<file path="src/mba_regs.svh">
// Purpose: constants for the masked burst address counter
// Assumes: included by bare name from the package and the design files
// Notes: definitions only; the register widths are fixed at elaboration
`ifndef MBA_REGS_SVH
`define MBA_REGS_SVH

// address width of the base variant
`define MBA_ADDR_W_DEFAULT 17
// narrowest and widest address widths the logic serves
`define MBA_ADDR_W_MIN 16
`define MBA_ADDR_W_MAX 18
// readback drives the address lines this many edges after the request
`define MBA_READBACK_LAT 1
// reset value of the wrap flag (released, high)
`define MBA_WRAP_RST 1'h1
// reset value of the address line enable (not driving)
`define MBA_OE_RST 1'h0

`endif

</file>
<file path="src/mba_pkg.sv">
// Purpose: types shared by the masked burst address counter files
// Assumes: constants live in mba_regs.svh
// Notes: control inputs travel together as one packed struct
`include "mba_regs.svh"

package mba_pkg;

  // port control inputs, sampled on the rising clock edge
  typedef struct packed {
    logic counter_or_mask_select; // high selects counter, low selects mask
    logic counter_clear_n;        // low clears counter or resets mask
    logic address_strobe_n;       // low with enable selects load or readback
    logic count_enable_n;         // low enables load or increment
  } mba_ctrl_t;

  // decoded operation of one clock cycle
  typedef enum logic [3:0] {
    MBA_OP_CNT_CLEAR,
    MBA_OP_CNT_LOAD,
    MBA_OP_CNT_READ,
    MBA_OP_CNT_INC,
    MBA_OP_CNT_HOLD,
    MBA_OP_MSK_CLEAR,
    MBA_OP_MSK_LOAD,
    MBA_OP_MSK_READ,
    MBA_OP_RESERVED
  } mba_op_t;

endpackage

</file>
<file path="src/mba_masked_incr.sv">
// Purpose: next counter value for an increment under a mask
// Assumes: mask holds a permitted value (ones low, optional zero at bit 0)
// Notes: purely combinational; below the top masked bits pass through untouched, at the top every bit comes from mirror
`timescale 1ns/1ps
`include "mba_regs.svh"

module mba_masked_incr #(
  parameter int ADDR_W = `MBA_ADDR_W_DEFAULT
) (
  // present register values
  input wire logic [ADDR_W-1:0] count,
  input wire logic [ADDR_W-1:0] mask,
  input wire logic [ADDR_W-1:0] mirror,
  // result
  output logic [ADDR_W-1:0] next_count,
  output logic at_top
);

  // masked bits forced to one so the carry ripples straight across them
  logic [ADDR_W-1:0] filled;
  // filled value plus one; a masked bit 0 turns the step into two
  logic [ADDR_W-1:0] bumped;

  // carry trick: one adder serves both step sizes
  always_comb begin
    filled = count | ~mask;
    bumped = filled + ADDR_W'(1);
    at_top = &filled;
    // wrap to mirror
    if (at_top) begin
      next_count = mirror;
    end else begin
      // only unmasked change
      next_count = (bumped & mask) | (count & ~mask);
    end
  end

endmodule // mba_masked_incr

</file>
<file path="src/mba_counter.sv">
// Purpose: one port's burst address counter with mask and mirror registers
// Assumes: control inputs are synchronous to clk_sys; master_reset_n is async
// Notes: address lines are a two-way bus split into in, out and enable
`timescale 1ns/1ps
`include "mba_regs.svh"

// Summary of operation
// increment changes only bits whose mask is one
// step one if mask bit0 set, else two
// flag low when increment leaves unmasked ones
// next increment after top reloads from mirror
// flag high when increment leaves some zero
// clears, loads and master reset release flag
// hold keeps all three registers unchanged
// outside may tie flag to counter clear
// register width parameterised, sixteen to eighteen bits
// all-ones mask counts through whole space
// mask 3F, start 8 counts up, returns
// mirror keeps start address across wraps
// counter select decodes load, readback, increment, hold
// mask select decodes reset, load, readback, reserved
// counter clear zeroes unmasked counter, mirror bits
// master reset async; counter zero, mask ones
// counter load writes counter and mirror together
module mba_counter #(
  parameter int ADDR_W = `MBA_ADDR_W_DEFAULT
) (
  // clock and resets
  input wire logic clk_sys,
  input wire logic rst_n,
  input wire logic master_reset_n,
  // control strobes from the memory controller
  input wire mba_pkg::mba_ctrl_t ctrl,
  // two-way address lines
  input wire logic [ADDR_W-1:0] addr_i,
  output logic [ADDR_W-1:0] addr_o,
  output logic addr_oe,
  // address toward the memory array
  output logic [ADDR_W-1:0] count_addr,
  // wrap flag, low after an increment leaves the unmasked part all ones
  output logic wrap_flag_n
);

  // width range check
  if (ADDR_W < `MBA_ADDR_W_MIN || ADDR_W > `MBA_ADDR_W_MAX) begin : g_bad_width
    $error("mba_counter: ADDR_W outside the served range");
  end

  // counter register, drives the array address
  logic [ADDR_W-1:0] cnt_q;
  // mask register, ones mark bits that count
  logic [ADDR_W-1:0] mask_q;
  // mirror register, start address for retransmit
  logic [ADDR_W-1:0] mirror_q;
  // wrap flag, active low
  logic wrap_q;
  // readback value and its enable
  logic [ADDR_W-1:0] rb_q;
  logic rb_oe_q;
  // decoded operation of this cycle
  mba_pkg::mba_op_t op;
  // incrementer result
  logic [ADDR_W-1:0] inc_next;
  logic inc_at_top;

  // true when every unmasked bit of a value is one
  function automatic logic unmasked_full(input logic [ADDR_W-1:0] v,
                                         input logic [ADDR_W-1:0] m);
    unmasked_full = &(v | ~m);
  endfunction

  // control decode; select high picks counter operations
  function automatic mba_pkg::mba_op_t decode(input mba_pkg::mba_ctrl_t c);
    mba_pkg::mba_op_t r;
    r = mba_pkg::MBA_OP_RESERVED;
    if (c.counter_or_mask_select) begin
      if (!c.counter_clear_n) begin
        r = mba_pkg::MBA_OP_CNT_CLEAR;
      end else if (!c.address_strobe_n) begin
        r = c.count_enable_n ? mba_pkg::MBA_OP_CNT_READ : mba_pkg::MBA_OP_CNT_LOAD;
      end else begin
        r = c.count_enable_n ? mba_pkg::MBA_OP_CNT_HOLD : mba_pkg::MBA_OP_CNT_INC;
      end
    end else begin
      if (!c.counter_clear_n) begin
        r = mba_pkg::MBA_OP_MSK_CLEAR;
      end else if (!c.address_strobe_n) begin
        r = c.count_enable_n ? mba_pkg::MBA_OP_MSK_READ : mba_pkg::MBA_OP_MSK_LOAD;
      end else begin
        // strobe high under mask select is undefined; treated as no change
        r = mba_pkg::MBA_OP_RESERVED;
      end
    end
    return r;
  endfunction

  // counter select decode
  // mask select decode
  always_comb begin
    op = decode(ctrl);
  end

  // masked step and wrap selection
  mba_masked_incr #(
    .ADDR_W(ADDR_W)
  ) mba_masked_incr_i (
    .count(cnt_q),
    .mask(mask_q),
    .mirror(mirror_q),
    .next_count(inc_next),
    .at_top(inc_at_top)
  );

  // counter register
  always_ff @(posedge clk_sys or negedge master_reset_n) begin
    // async master clear
    if (!master_reset_n) begin
      cnt_q <= '0;
    end else if (!rst_n) begin
      cnt_q <= '0;
    end else begin
      unique case (op)
        // clear unmasked bits
        mba_pkg::MBA_OP_CNT_CLEAR: cnt_q <= cnt_q & ~mask_q;
        // load counter
        mba_pkg::MBA_OP_CNT_LOAD: cnt_q <= addr_i;
        // step one or two
        // full mask spans all
        mba_pkg::MBA_OP_CNT_INC: cnt_q <= inc_next;
        // hold keeps value
        default: cnt_q <= cnt_q;
      endcase
    end
  end

  // mirror register; increments never touch it, so wraps replay the block
  always_ff @(posedge clk_sys or negedge master_reset_n) begin
    if (!master_reset_n) begin
      mirror_q <= '0;
    end else if (!rst_n) begin
      mirror_q <= '0;
    end else begin
      unique case (op)
        // clear unmasked bits
        mba_pkg::MBA_OP_CNT_CLEAR: mirror_q <= mirror_q & ~mask_q;
        // load mirror too
        mba_pkg::MBA_OP_CNT_LOAD: mirror_q <= addr_i;
        // mirror kept
        default: mirror_q <= mirror_q;
      endcase
    end
  end

  // mask register; an unpermitted value is stored but counts oddly
  always_ff @(posedge clk_sys or negedge master_reset_n) begin
    // mask to ones
    if (!master_reset_n) begin
      mask_q <= '1;
    end else if (!rst_n) begin
      mask_q <= '1;
    end else begin
      unique case (op)
        // mask reset, load
        mba_pkg::MBA_OP_MSK_CLEAR: mask_q <= '1;
        mba_pkg::MBA_OP_MSK_LOAD: mask_q <= addr_i;
        default: mask_q <= mask_q;
      endcase
    end
  end

  // wrap flag; judged on the value an increment produces
  always_ff @(posedge clk_sys or negedge master_reset_n) begin
    if (!master_reset_n) begin
      wrap_q <= `MBA_WRAP_RST;
    end else if (!rst_n) begin
      wrap_q <= `MBA_WRAP_RST;
    end else begin
      unique case (op)
        // low at top
        // high otherwise
        // top then back
        mba_pkg::MBA_OP_CNT_INC: wrap_q <= !unmasked_full(inc_next, mask_q);
        // release on clear/load
        mba_pkg::MBA_OP_CNT_CLEAR, mba_pkg::MBA_OP_CNT_LOAD,
        mba_pkg::MBA_OP_MSK_CLEAR, mba_pkg::MBA_OP_MSK_LOAD: wrap_q <= 1'h1;
        default: wrap_q <= wrap_q;
      endcase
    end
  end

  // pipelined readback: lines driven one edge after the request, for one cycle
  always_ff @(posedge clk_sys or negedge master_reset_n) begin
    if (!master_reset_n) begin
      rb_q <= '0;
      rb_oe_q <= `MBA_OE_RST;
    end else if (!rst_n) begin
      rb_q <= '0;
      rb_oe_q <= `MBA_OE_RST;
    end else begin
      unique case (op)
        // counter readback
        mba_pkg::MBA_OP_CNT_READ: begin
          rb_q <= cnt_q;
          rb_oe_q <= 1'h1;
        end
        // mask readback
        mba_pkg::MBA_OP_MSK_READ: begin
          rb_q <= mask_q;
          rb_oe_q <= 1'h1;
        end
        default: begin
          rb_q <= rb_q;
          rb_oe_q <= 1'h0;
        end
      endcase
    end
  end

  // outputs straight from the registers; R8 tie-back relies on this timing
  assign addr_o = rb_q;
  assign addr_oe = rb_oe_q;
  assign count_addr = cnt_q;
  assign wrap_flag_n = wrap_q;
endmodule // mba_counter

</file>
<file path="config.mk">
export PLATFORM = sky130hd
export DESIGN_NAME = mba_counter
export DESIGN_NICKNAME = d
export VERILOG_FILES = /design/src/mba_pkg.sv /design/src/mba_masked_incr.sv /design/src/mba_counter.sv
export VERILOG_INCLUDE_DIRS = /design/src /design/src/src
export SDC_FILE = /design/constraint.sdc
export NUM_CORES = 1
export LEC_CHECK = 0
export ABC_AREA = 0
export BUFFER_PORTS_ARGS = -buffer_cell sky130_fd_sc_hd__buf_2
export CORE_MARGIN = 3
export CORE_UTILIZATION = 45
export DETAILED_ROUTE_END_ITERATION = 10
export MAX_ROUTING_LAYER = met4
export PLACE_DENSITY_LB_ADDON = 0.12
export SKIP_LAST_GASP = 1
export SLEW_MARGIN = 0
export SYNTH_ARGS = -nofsm -noshare
export SYNTH_HDL_FRONTEND = slang
export SYNTH_SLANG_ARGS = --single-unit
</file>
<file path="constraint.sdc">
create_clock -name clk_sys -period 10.4 [get_ports clk_sys]
set_clock_uncertainty 0.05 [all_clocks]
set_input_delay 1.56 -clock clk_sys [delete_from_list [all_inputs] [get_ports clk_sys]]
set_output_delay 1.56 -clock clk_sys [all_outputs]
set_load 0.01 [all_outputs]
</file>
==> reports/summary.txt, run 1 <==
Largest net degree at the start of global routing = 71
Leading area contributor after synthesis = dfrtp_1
CTS tree = yes
Number of global-route vias before repair = 4,020
Final Hold Fails = 0
# Post-CTS Setup Buffers = 0
Worst-path clk slew = 70 ps
Max Cap Viol = 0
Synth Cell Area = 4539 sq um
# hold bufs at CTS = 0
Via-per-instance ratio = 5.966
Fillers = 965
Final setup vio count = 0
Initial core utilization = 46.44%
F_max = 237.4 MHz
WL/cell = 19.72 um
Outcome = finished, final reports clean
Worst min path class = flip-flop to flip-flop
Top post-synthesis cells by count = o21ai_0 (57), nand2_1 (55), dfrtp_1 (52)
GR Util All Layers = 26.07%
Sequential area share after synthesis = 39.08%
I/O Pins = 60
Crit share post-route = 40.50%
Syn Nets = 546
Rel. slew slack = 31.73%
Top cells by area, synth = dfrtp_1 (29%), dfstp_2 (10%), o21ai_0 (6.3%), nand2_1 (4.5%), o211a_1 (4.4%)
Arrival time worst endpoint = 4440 ps
Cell Rows = 36
Clock share of power = 33.7%
Gpl congestion = 0.9071
Pwr Total = 0.0005939 W
DRC = 0
Die ar. = 11,330 sq um
Top FF cell, synth = dfrtp_1
DR iter-0 viols = 385
Mean area per synthesized cell = 8.797 sq um
Initial antenna violation count = 0
Pre-CTS setup slack = 6224 ps
Remaining antenna violation count = 0
Layout overhead on the synthesized area = 12.71%
TNS Setup = 0 ps
CP max FO = 31
Die Ht = 106.4 um
Pint = 0.0004194 W
Final WL = 13,830 um
# nets final = 593
Top cell type's share of synthesized area = 28.67%
H-tree levels = 3
Post-synth EDFFs = 0
Ys Warns = 0
Pwr dens = 116.1 nW/um^2
Combinational power share = 16.4%
RSZ-0062 raised after global routing = false
Core area = 9774 sq um
Flop pwr share = 49.9%
Net Switching = 0.0001746 W
Synthesized instance count = 516
Num CTS Buffers = 9
Pre-antenna DRT Iters = 6
Switching Fraction = 29.39%
Die width = 106.4 um
Worst EP required = 10,620 ps
Clock latency on the worst-skew pair = 360 ps
Layout cells sized above 1 = 19.54%
Clk sink count = 70
Seq cells post-synth = 70
Post-CTS Resized = 0
Synth cell types = 53
Measured slew at the worst slew-check pin = 1021 ps
Ys async rst share = 100.0%
Setup slack after layout = 6188 ps
I/O Buffers = 59
Vias = 4,182
Root buffer cell = clkbuf_8
Most numerous cell in the Yosys netlist = o21ai_0
Bufs on Longest Clock Path = 2
Crit path time final = 4212 ps
Antenna Cells = 0
Worst setup EP type = flip-flop
Crit start category = flip-flop
Global-route wire length before repair = 22,320 um
Pleak = 2.462 nW
Pins Over Slew Limit = 0
Worst vdd ir = 0.00005963 V
Dpl hpwl = 9541 um
Global route overflow = 0
Setup CP Type = flip-flop to flip-flop
## cell usage in the layout, fill, tap and decap left out, types with 12 or more instances in the layout
cell,count
nor2_1,18
nand2_1,55
mux2i_1,16
nor2b_1,19
nand3_1,16
o211ai_1,15
o21ai_0,57
buf_2,59
dfstp_2,18
inv_1,21
a22oi_1,13
nand2b_1,19
o22a_1,16
dfrtp_1,52
o211a_1,20
a21oi_1,20
a21boi_0,12
## routing by layer
| metal | track usage (%) | part of all wire [%] | routed length, um | up-vias |
|---|---|---|---|---|
| met5 | - | 0 | 0 | - |
| met4 | 10.05 | 1.8 | 255 | 0 |
| met3 | 2.793 | 5.7 | 785 | 18 |
| met2 | 36.74 | 44 | 6118 | 158 |
| met1 | 38.55 | 48 | 6668 | 2028 |
| li1 | - | - | - | 1978 |
## final timing paths
kind / start / end / slack (ps) / depth (start not counted)
worst min-delay path: addr_o[8]$_DFFE_PN0P_ / addr_o[8]$_DFFE_PN0P_ / 470 / 1
worst max register to register: count_addr[0]$_DFFE_PN0P_ / wrap_flag_n$_DFFE_PN1P_ / 6190 / 16
max in group asynchronous: master_reset_n / count_addr[2]$_DFFE_PN0P_ / 8350 / 2
min in group asynchronous: master_reset_n / addr_o[2]$_DFFE_PN0P_ / 1310 / 2
worst max-delay path: count_addr[0]$_DFFE_PN0P_ / wrap_flag_n$_DFFE_PN1P_ / 6190 / 16
worst min register to register: addr_o[8]$_DFFE_PN0P_ / addr_o[8]$_DFFE_PN0P_ / 470 / 1
## metrics by stage
step	util (%)	std cells	cell area (sq um)	hold slack [ps]
6_report	52.34	701	5116	469.1
3_5_place_dp	50.58	685	4943	457.0
2_1_floorplan	-	516	4539	414.0
4_1_cts	52.34	701	5116	474.2
3_3_place_gp	50.58	685	4943	445.9
5_1_grt	52.34	701	5116	485.5
## cell families after synthesis
group,synth area share [%]
compound gates,28.03
xor+xnor,3.473
fa+ha+maj,1.654
buf+inv,4.713
flops,39.08
mux,4.024
simple gates,19.02
## worst max-delay path, cell delays in order (launching register included)
cell,delay [ps]
dfrtp_1,390
inv_1,70
ha_1,200
inv_1,150
ha_1,250
nand3_2,220
nor4_1,660
o211a_1,260
ha_1,170
buf_4,310
nand2b_1,150
o21ai_0,100
a32oi_1,210
nand4_1,150
a2111o_1,320
a2111oi_2,340
a21oi_1,120
## power groups by stage
stage / clock, W / sequential, W / combinational [W]
final: 0.000200 / 0.000296 / 0.0000977
after global routing: 0.000216 / 0.000298 / 0.000108
after CTS: 0.000205 / 0.000296 / 0.0000978
after detailed placement: 0 / 0.000301 / 0.0000971
after global placement: 0 / 0.000301 / 0.0000963
after floorplan: 0 / 0.000301 / 0.0000557
## final cells by class
cell class              count  area, sq um  share of cell area, %
repair buffers             69        370.4                  7.239
flip-flops and latches     70         1774                  34.68
clock inverters             2        10.01                 0.1956
well taps                 133        166.4                  3.253
clock buffers              14        162.7                  3.179
multi-input cells         392         2554                  49.91
inverters                  21        78.83                  1.541
## sequential cells by signal (all words and copies together) (netlist names)
name         count
mirror_q        17
wrap_flag_n      1
addr_o          17
count_addr      17
addr_oe          1
mask_q          17
No activity file was read; power rests on OpenSTA's default activity.
==> run 2: changes to the inputs <==
- ABC_AREA: 0 -> 1
- clock period: 10.4 -> 3.5 ns (I/O delays scaled with it)
==> run 2 against run 1 <==
  * Synthesized cell count grew 16%
  * Sequential cell count stayed put
  * Via count increased by 4.1%
  * Sequential power increased to 2.9 times the previous value
  * Global-route usage fell by 0.86 points
  * Routed wire length fell by 4.2%
  * Critical endpoint unchanged
==> reports/summary.txt, run 2 <==
Combinational power share = 14.1% (-2.3 points)
Final WL = 13,250 um (-4.2%)
Synthesized instance count = 601 (+16%)
Flop pwr share = 43.8% (-6.1 points)
Worst setup EP type = flip-flop
Root buffer cell = clkbuf_8
Fin util = 53.28% (+0.94 points)
Leading area contributor after synthesis = dfrtp_1
Largest net degree at the start of global routing = 71 (unchanged)
Vias = 4,353 (+4.1%)
DR iter-0 viols = 371 (-3.6%)
Most numerous cell in the Yosys netlist = nand2_1
Measured slew at the worst slew-check pin = 897.8 ps (-123.3 ps)
Ys async rst share = 100.0% (unchanged)
# hold bufs at CTS = 0 (unchanged)
Most frequent CP cell = nand2_1
# nets final = 683 (+15%)
Post-CTS Resized = 0 (unchanged)
Number of global-route vias before repair = 4,172 (+3.8%)
Remaining antenna violation count = 0 (unchanged)
GRT busiest layer = met2
Pwr dens = 392.4 nW/um^2 (+240%)
FF+latch area = 1774 sq um (unchanged)
Rel. slew slack = 40.15% (+8.4 points)
Setup slack, reg-to-reg = 500 ps (-5690 ps)
Final non-filler cell area = 4994 sq um (-2.4%)
Pwr Total = 0.001960 W (+230%)
Initial core utilization = 46.78% (+0.34 points)
Final Hold Fails = 0 (unchanged)
Placed cell area = 4746 sq um (-4.0%)
Worst-path clk slew = 80 ps (about the same)
Pleak = 2.529 nW (+2.7%)
I/O Buffers = 59 (unchanged)
R2R Path End = wrap_flag_n$_DFFE_PN1P_
Most frequent cells in the layout = nand2_1 (152), o21ai_0 (66), inv_1 (62)
Post-synth EDFFs = 0 (unchanged)
Clk sink count = 70 (unchanged)
Die Ht = 104.7 um (-1.6%)
Critical path origin = count_addr[0]$_DFFE_PN0P_
DRC = 0 (unchanged)
Reg-to-reg startpoint = count_addr[0]$_DFFE_PN0P_
# Post-CTS Setup Buffers = 0 (unchanged)
CP max FO = 14 (-55%)
Outcome = finished, final reports clean
Switching Fraction = 28.20% (-1.2 points)
Reg2reg path depth = 22 (+6)
Pint = 0.001407 W (+240%)
Setup CP Type = flip-flop to flip-flop
Global route overflow = 0 (unchanged)
Final setup vio count = 0 (unchanged)
Gpl congestion = 0.9458 (+4.3%)
Die width = 104.7 um (-1.6%)
I/O Pins = 60 (unchanged)
Top cells by area, synth = dfrtp_1 (30%), nand2_1 (13%), dfstp_2 (11%), o21ai_0 (7.5%), nand3_1 (5.8%)
Cell Rows = 35 (-2.8%)
Commonest non-fill, non-tap cell in the layout = nand2_1
Bufs on Longest Clock Path = 2 (unchanged)
Met2 Use GR = 37.92% (+1.2 points)
Syn Nets = 631 (+16%)
Dpl hpwl = 9199 um (-3.6%)
Arrival time worst endpoint = 3230 ps (-1210 ps)
Pre-CTS setup slack = 539.0 ps (-5685 ps)
Top post-synthesis cells by count = nand2_1 (152), o21ai_0 (66), inv_1 (62)
Global-route wire length before repair = 21,680 um (-2.9%)
Synth cell types = 40 (-25%)
H-tree levels = 3 (unchanged)
Top FF cell, synth = dfrtp_1
Top cell family by delay on the critical path = simple AND/OR/NAND/NOR gates
Crit path cell chain = inv_1 -> ha_1 -> inv_1 -> ha_1 -> nand2_1 -> nor2_1 -> nand3_1 -> nor3_1 -> ha_1 -> inv_1 -> nand3_1 -> o21ai_0 -> nand2_1 -> nand3_1 -> nor2_1 -> nand3_1 -> nor2_1 -> nand2_1 -> nor2_1 -> nand2_1 -> nand2_1 -> nand2_1
GR Util All Layers = 25.21% (-0.86 points)
Crit share post-route = 85.81% (+45 points)
Initial antenna violation count = 0 (unchanged)
Layout overhead on the synthesized area = 13.90%
Worst vdd ir = 0.0001624 V (+170%)
Crit start category = flip-flop
Global-route met3 utilization = 5.127% (+2.3 points)
Worst EP required = 3730 ps (-6890 ps)
Fillers = 955 (-1.0%)
Antenna Cells = 0 (unchanged)
RSZ-0062 raised after global routing = false
WP buf/inv = 3 (unchanged)
TNS Setup = 0 ps (unchanged)
Net Switching = 0.0005526 W (+220%)
Crit path largest cell delay = 380 ps (-280 ps)
CP max stage cell = dfrtp_1
Crit path time final = 3003 ps (-1209 ps)
Max Cap Viol = 0 (unchanged)
Synth Cell Area = 4384 sq um (-3.4%)
WL/cell = 16.84 um (-15%)
End of the critical path = wrap_flag_n$_DFFE_PN1P_
Num CTS Buffers = 9 (unchanged)
Pre-antenna DRT Iters = 5 (-1)
Clock latency on the worst-skew pair = 350 ps (about the same)
Worst min path class = input port to async pin
Top cell type's share of synthesized area = 29.68% (+1.0 points)
Met1 GRT Util = 34.37% (-4.2 points)
Sequential area share after synthesis = 40.47% (+1.4 points)
Layout cells sized above 1 = 19.45% (-0.089 points)
Seq cells post-synth = 70 (unchanged)
Clock share of power = 42.1% (+8.4 points)
Via-per-instance ratio = 5.531 (-7.3%)
F_max = 333.0 MHz (+40%)
Pins Over Slew Limit = 0 (unchanged)
Setup slack after layout = 496.7 ps (-5691 ps)
Core area = 9371 sq um (-4.1%)
Mean area per synthesized cell = 7.295 sq um (-17%)
CP Depth = 22 (+6)
Ys Warns = 0 (unchanged)
Die ar. = 10,960 sq um (-3.2%)
CTS tree = yes
Multi-input logic area = 2191 sq um (-14%)
## run 2: cell types whose count changed after synthesis, sizes merged, moves of 20 or more
cell,change
inv,+49
nand2b,-20
nor3,+31
o211a,-20
nand3,+36
nor2,+20
clkbuf,-20
o21ai,+20
nor2b,-20
nand2,+100
## run 2: area by class of cell
cell class / count / area share (%)
multi-input combinational: 435 / 43.87
sequential: 70 / 35.53
timing repair buffer: 66 / 6.966
inverter: 71 / 5.437
tap: 129 / 3.232
clock buffer: 11 / 2.831
clock inverter: 5 / 2.130
## run 2: power groups by stage
stage	sequential (W)	combinational [W]	clock, W
6_report	0.000858	0.000277	0.000825
5_1_grt	0.000861	0.000308	0.000871
4_1_cts	0.000858	0.000276	0.000832
3_5_place_dp	0.000873	0.000275	0
3_3_place_gp	0.000872	0.000272	0
2_1_floorplan	0.000871	0.000174	0
## run 2: cells by family (layout without fill, tap and decap cells)
logic type,after synthesis,after routing,synth area share [%]
AO/OA/AOI/OAI,139,139,18.32
adder cells (fa/ha/maj),6,6,1.712
buffers and inverters,96,153,9.560
flip-flops,70,70,40.47
AND/OR/NAND/NOR,290,290,29.94
## run 2: per-stage QoR
stage | cells | hold WS (ps)
finish | 787 | 326.6
floorplan | 601 | 179.4
global placement | 771 | 429.1
global route | 787 | 412.2
detailed placement | 771 | 439.0
CTS | 787 | 363.9
## run 2: how the worst min path moves through the flow
stage	from	to	slack, ps	cells after the start
final	master_reset_n	addr_o[2]$_DFFE_PN0P_	330	2
after global routing	addr_i[7]	mirror_q[7]$_DFFE_PN0P_	410	3
after CTS	master_reset_n	addr_o[0]$_DFFE_PN0P_	360	2
after detailed placement	mirror_q[5]$_DFFE_PN0P_	mirror_q[5]$_DFFE_PN0P_	440	2
after global placement	mirror_q[5]$_DFFE_PN0P_	mirror_q[5]$_DFFE_PN0P_	430	2
after floorplan	master_reset_n	addr_o[0]$_DFFE_PN0P_	180	0
## run 2: per-layer routing
metal	routed length, um	up-vias
li1	-	2132
met1	6093	2010
met2	5927	192
met3	1039	19
met4	191	0
met5	0	-
==> run 3: changes to the inputs <==
- RECOVER_POWER: not set -> 100
==> run 3 against run 2 <==
  * The flow now finishes with violations (capacitance limit, slew limit)
  * Via count is 0.23% higher
  * Core utilization decreased by 0.83 points
  * Sequential share of layout area up 0.56 points
  * Routed wire length rose by 0.14%
  * Design area down 1.6%
  * Sequential power about the same
  * Worst setup slack got worse by 190 ps
  * Combinational power shrank 3%
  * Cell count is the same
  * Fmax decreased by 6.1%
  * Hold slack better by 74 ps
  * Critical path type is now input port to flip-flop
  * Critical endpoint is now mask_q[10]$_DFFE_PN1P_
==> reports/summary.txt, run 3 (synthesis results as in run 2) <==
Outcome = complete, but fails checks
Failing checks = capacitance limit, slew limit
H-tree levels = 3 (unchanged)
Reg-to-reg startpoint = mask_q[0]$_DFFE_PN1P_
Die ar. = 10,960 sq um (unchanged)
Final setup vio count = 0 (unchanged)
Reg2reg path depth = 19 (-14%)
R2R Path End = wrap_flag_n$_DFFE_PN1P_
Worst setup EP type = flip-flop
Core area = 9371 sq um (unchanged)
Crit path time final = 3197 ps (+194.1 ps)
Pins Over Slew Limit = 89 (+89)
Largest net degree at the start of global routing = 71 (unchanged)
Root buffer cell = clkbuf_8
Worst-path clk slew = 80 ps (about the same)
Setup slack after layout = 302.6 ps (-194.1 ps)
Vias = 4,363 (+0.23%)
Die width = 104.7 um (unchanged)
Final WL = 13,270 um (+0.14%)
CP max FO = 18 (+4)
Commonest non-fill, non-tap cell in the layout = nand2_1
Fillers = 974 (+2.0%)
DR iter-0 viols = 388 (+4.6%)
Worst min path class = input port to flip-flop
Bufs on Longest Clock Path = 2 (unchanged)
Flop pwr share = 43.9% (about the same)
DP Cell Count = 771 (unchanged)
Rel. slew slack = -15.75% (-56 points)
CTS tree = yes
Worst vdd ir = 0.0001619 V (-0.33%)
F_max = 312.8 MHz (-6.1%)
FF+latch area = 1774 sq um (unchanged)
Cell Rows = 35 (unchanged)
DRC = 0 (unchanged)
Clock share of power = 42.4% (+0.3 points)
Pre-CTS setup slack = 539.0 ps (unchanged)
Pre-antenna DRT Iters = 7 (+2)
Remaining antenna violation count = 0 (unchanged)
WL/cell = 16.86 um (+0.14%)
Most frequent cells in the layout = nand2_1 (153), o21ai_0 (74), inv_1 (63)
I/O Buffers = 59 (unchanged)
Combinational power share = 13.7% (-0.4 points)
Critical path origin = ctrl[1]
Clock latency on the worst-skew pair = 360 ps (about the same)
Crit start category = input port
Die Ht = 104.7 um (unchanged)
Hold EP = mask_q[15]$_DFFE_PN1P_
Initial core utilization = 46.78% (unchanged)
Setup slack, reg-to-reg = 420 ps (-80 ps)
Initial antenna violation count = 0 (unchanged)
Non-filler instance count after layout = 787 (unchanged)
Gpl congestion = 0.9458 (unchanged)
Pwr dens = 397.9 nW/um^2 (+1.4%)
# hold bufs at CTS = 0 (unchanged)
Final Hold Fails = 0 (unchanged)
Antenna Cells = 0 (unchanged)
TNS Setup = 0 ps (unchanged)
GR Util All Layers = 25.21% (unchanged)
Via-per-instance ratio = 5.544 (+0.23%)
Num CTS Buffers = 9 (unchanged)
I/O Pins = 60 (unchanged)
Hold path depth = 3
Pleak = 2.372 nW (-6.2%)
Number of global-route vias before repair = 4,172 (unchanged)
Crit share post-route = 91.36% (+5.5 points)
Multi-input logic area = 2163 sq um (-1.3%)
Dpl hpwl = 9199 um (unchanged)
Pint = 0.001402 W (-0.36%)
Post-CTS Resized = 0 (unchanged)
Switching Fraction = 28.33% (+0.13 points)
Global-route wire length before repair = 21,680 um (unchanged)
Layout overhead on the synthesized area = 12.13%
Clk sink count = 70 (unchanged)
# nets final = 683 (unchanged)
Worst EP required = 3660 ps (-70 ps)
Measured slew at the worst slew-check pin = 1736 ps (+838.4 ps)
# Post-CTS Setup Buffers = 0 (unchanged)
Layout cells sized above 1 = 12.77% (-6.7 points)
RSZ-0062 raised after global routing = false
Net Switching = 0.0005543 W (+0.30%)
Min-delay src = addr_i[15]
Setup CP Type = input port to flip-flop
Max Cap Viol = 2 (+2)
Arrival time worst endpoint = 3360 ps (+130 ps)
Global route overflow = 0 (unchanged)
-- run 3: cell count changes in the layout (fill, tap and decap cells not counted), sizes merged --
cell    change
buf        -37
clkbuf     +37
-- run 3: worst max-delay path by stage --
stage               slack, ps                 endpoint  depth (start not counted)
floorplan                 640  wrap_flag_n$_DFFE_PN1P_                         23
global placement          660  wrap_flag_n$_DFFE_PN1P_                         21
detailed placement        540  wrap_flag_n$_DFFE_PN1P_                         22
CTS                       520  wrap_flag_n$_DFFE_PN1P_                         22
global route               80   addr_o[15]$_DFFE_PN0P_                          9
finish                    300   mask_q[10]$_DFFE_PN1P_                         12
-- run 3: through the flow --
step / area [sq um] / total power [W] / hold WS [ps] / utilization, %
3_5_place_dp: 4746 / 0.001147 / 439.0 / 50.64
4_1_cts: 4994 / 0.001966 / 363.9 / 53.28
3_3_place_gp: 4746 / 0.001144 / 429.1 / 50.64
2_1_floorplan: 4384 / 0.001045 / 179.4 / -
6_report: 4916 / 0.001956 / 400.2 / 52.46
5_1_grt: 4916 / 0.002031 / 412.2 / 52.46
-- run 3: cell type report --
type	count	area share (%)
tap	129	3.283
inverter	71	5.523
sequential	70	36.09
clock inverter	5	2.163
clock buffer	11	2.876
multi-input combinational	435	44.01
timing repair buffer	66	6.058
-- run 3: metal layers --
metal	track usage, %	share of wire [%]	vias to the layer above
met5	-	0	-
met4	8.060	1.5	0
met3	5.127	8.1	20
met2	37.92	45	188
met1	34.37	46	2029
li1	-	-	2126
-- run 3: power by group through the flow --
stage | clock network [W] | registers [W] | logic (W)
after floorplan | 0 | 0.000871 | 0.000174
after global placement | 0 | 0.000872 | 0.000272
after detailed placement | 0 | 0.000873 | 0.000275
after CTS | 0.000832 | 0.000858 | 0.000276
after global routing | 0.000871 | 0.000861 | 0.000299
final | 0.000830 | 0.000858 | 0.000268
-- run 3: critical path, cell delays in order --
cell and delay [ps]:
buf_2 90, inv_1 60, ha_1 280, nand2_1 60
nand2_1 100, nor2_4 50, inv_2 180, nor2_1 110
nand2_2 370, nand2_1 150, nor2_1 1170, a21oi_1 210
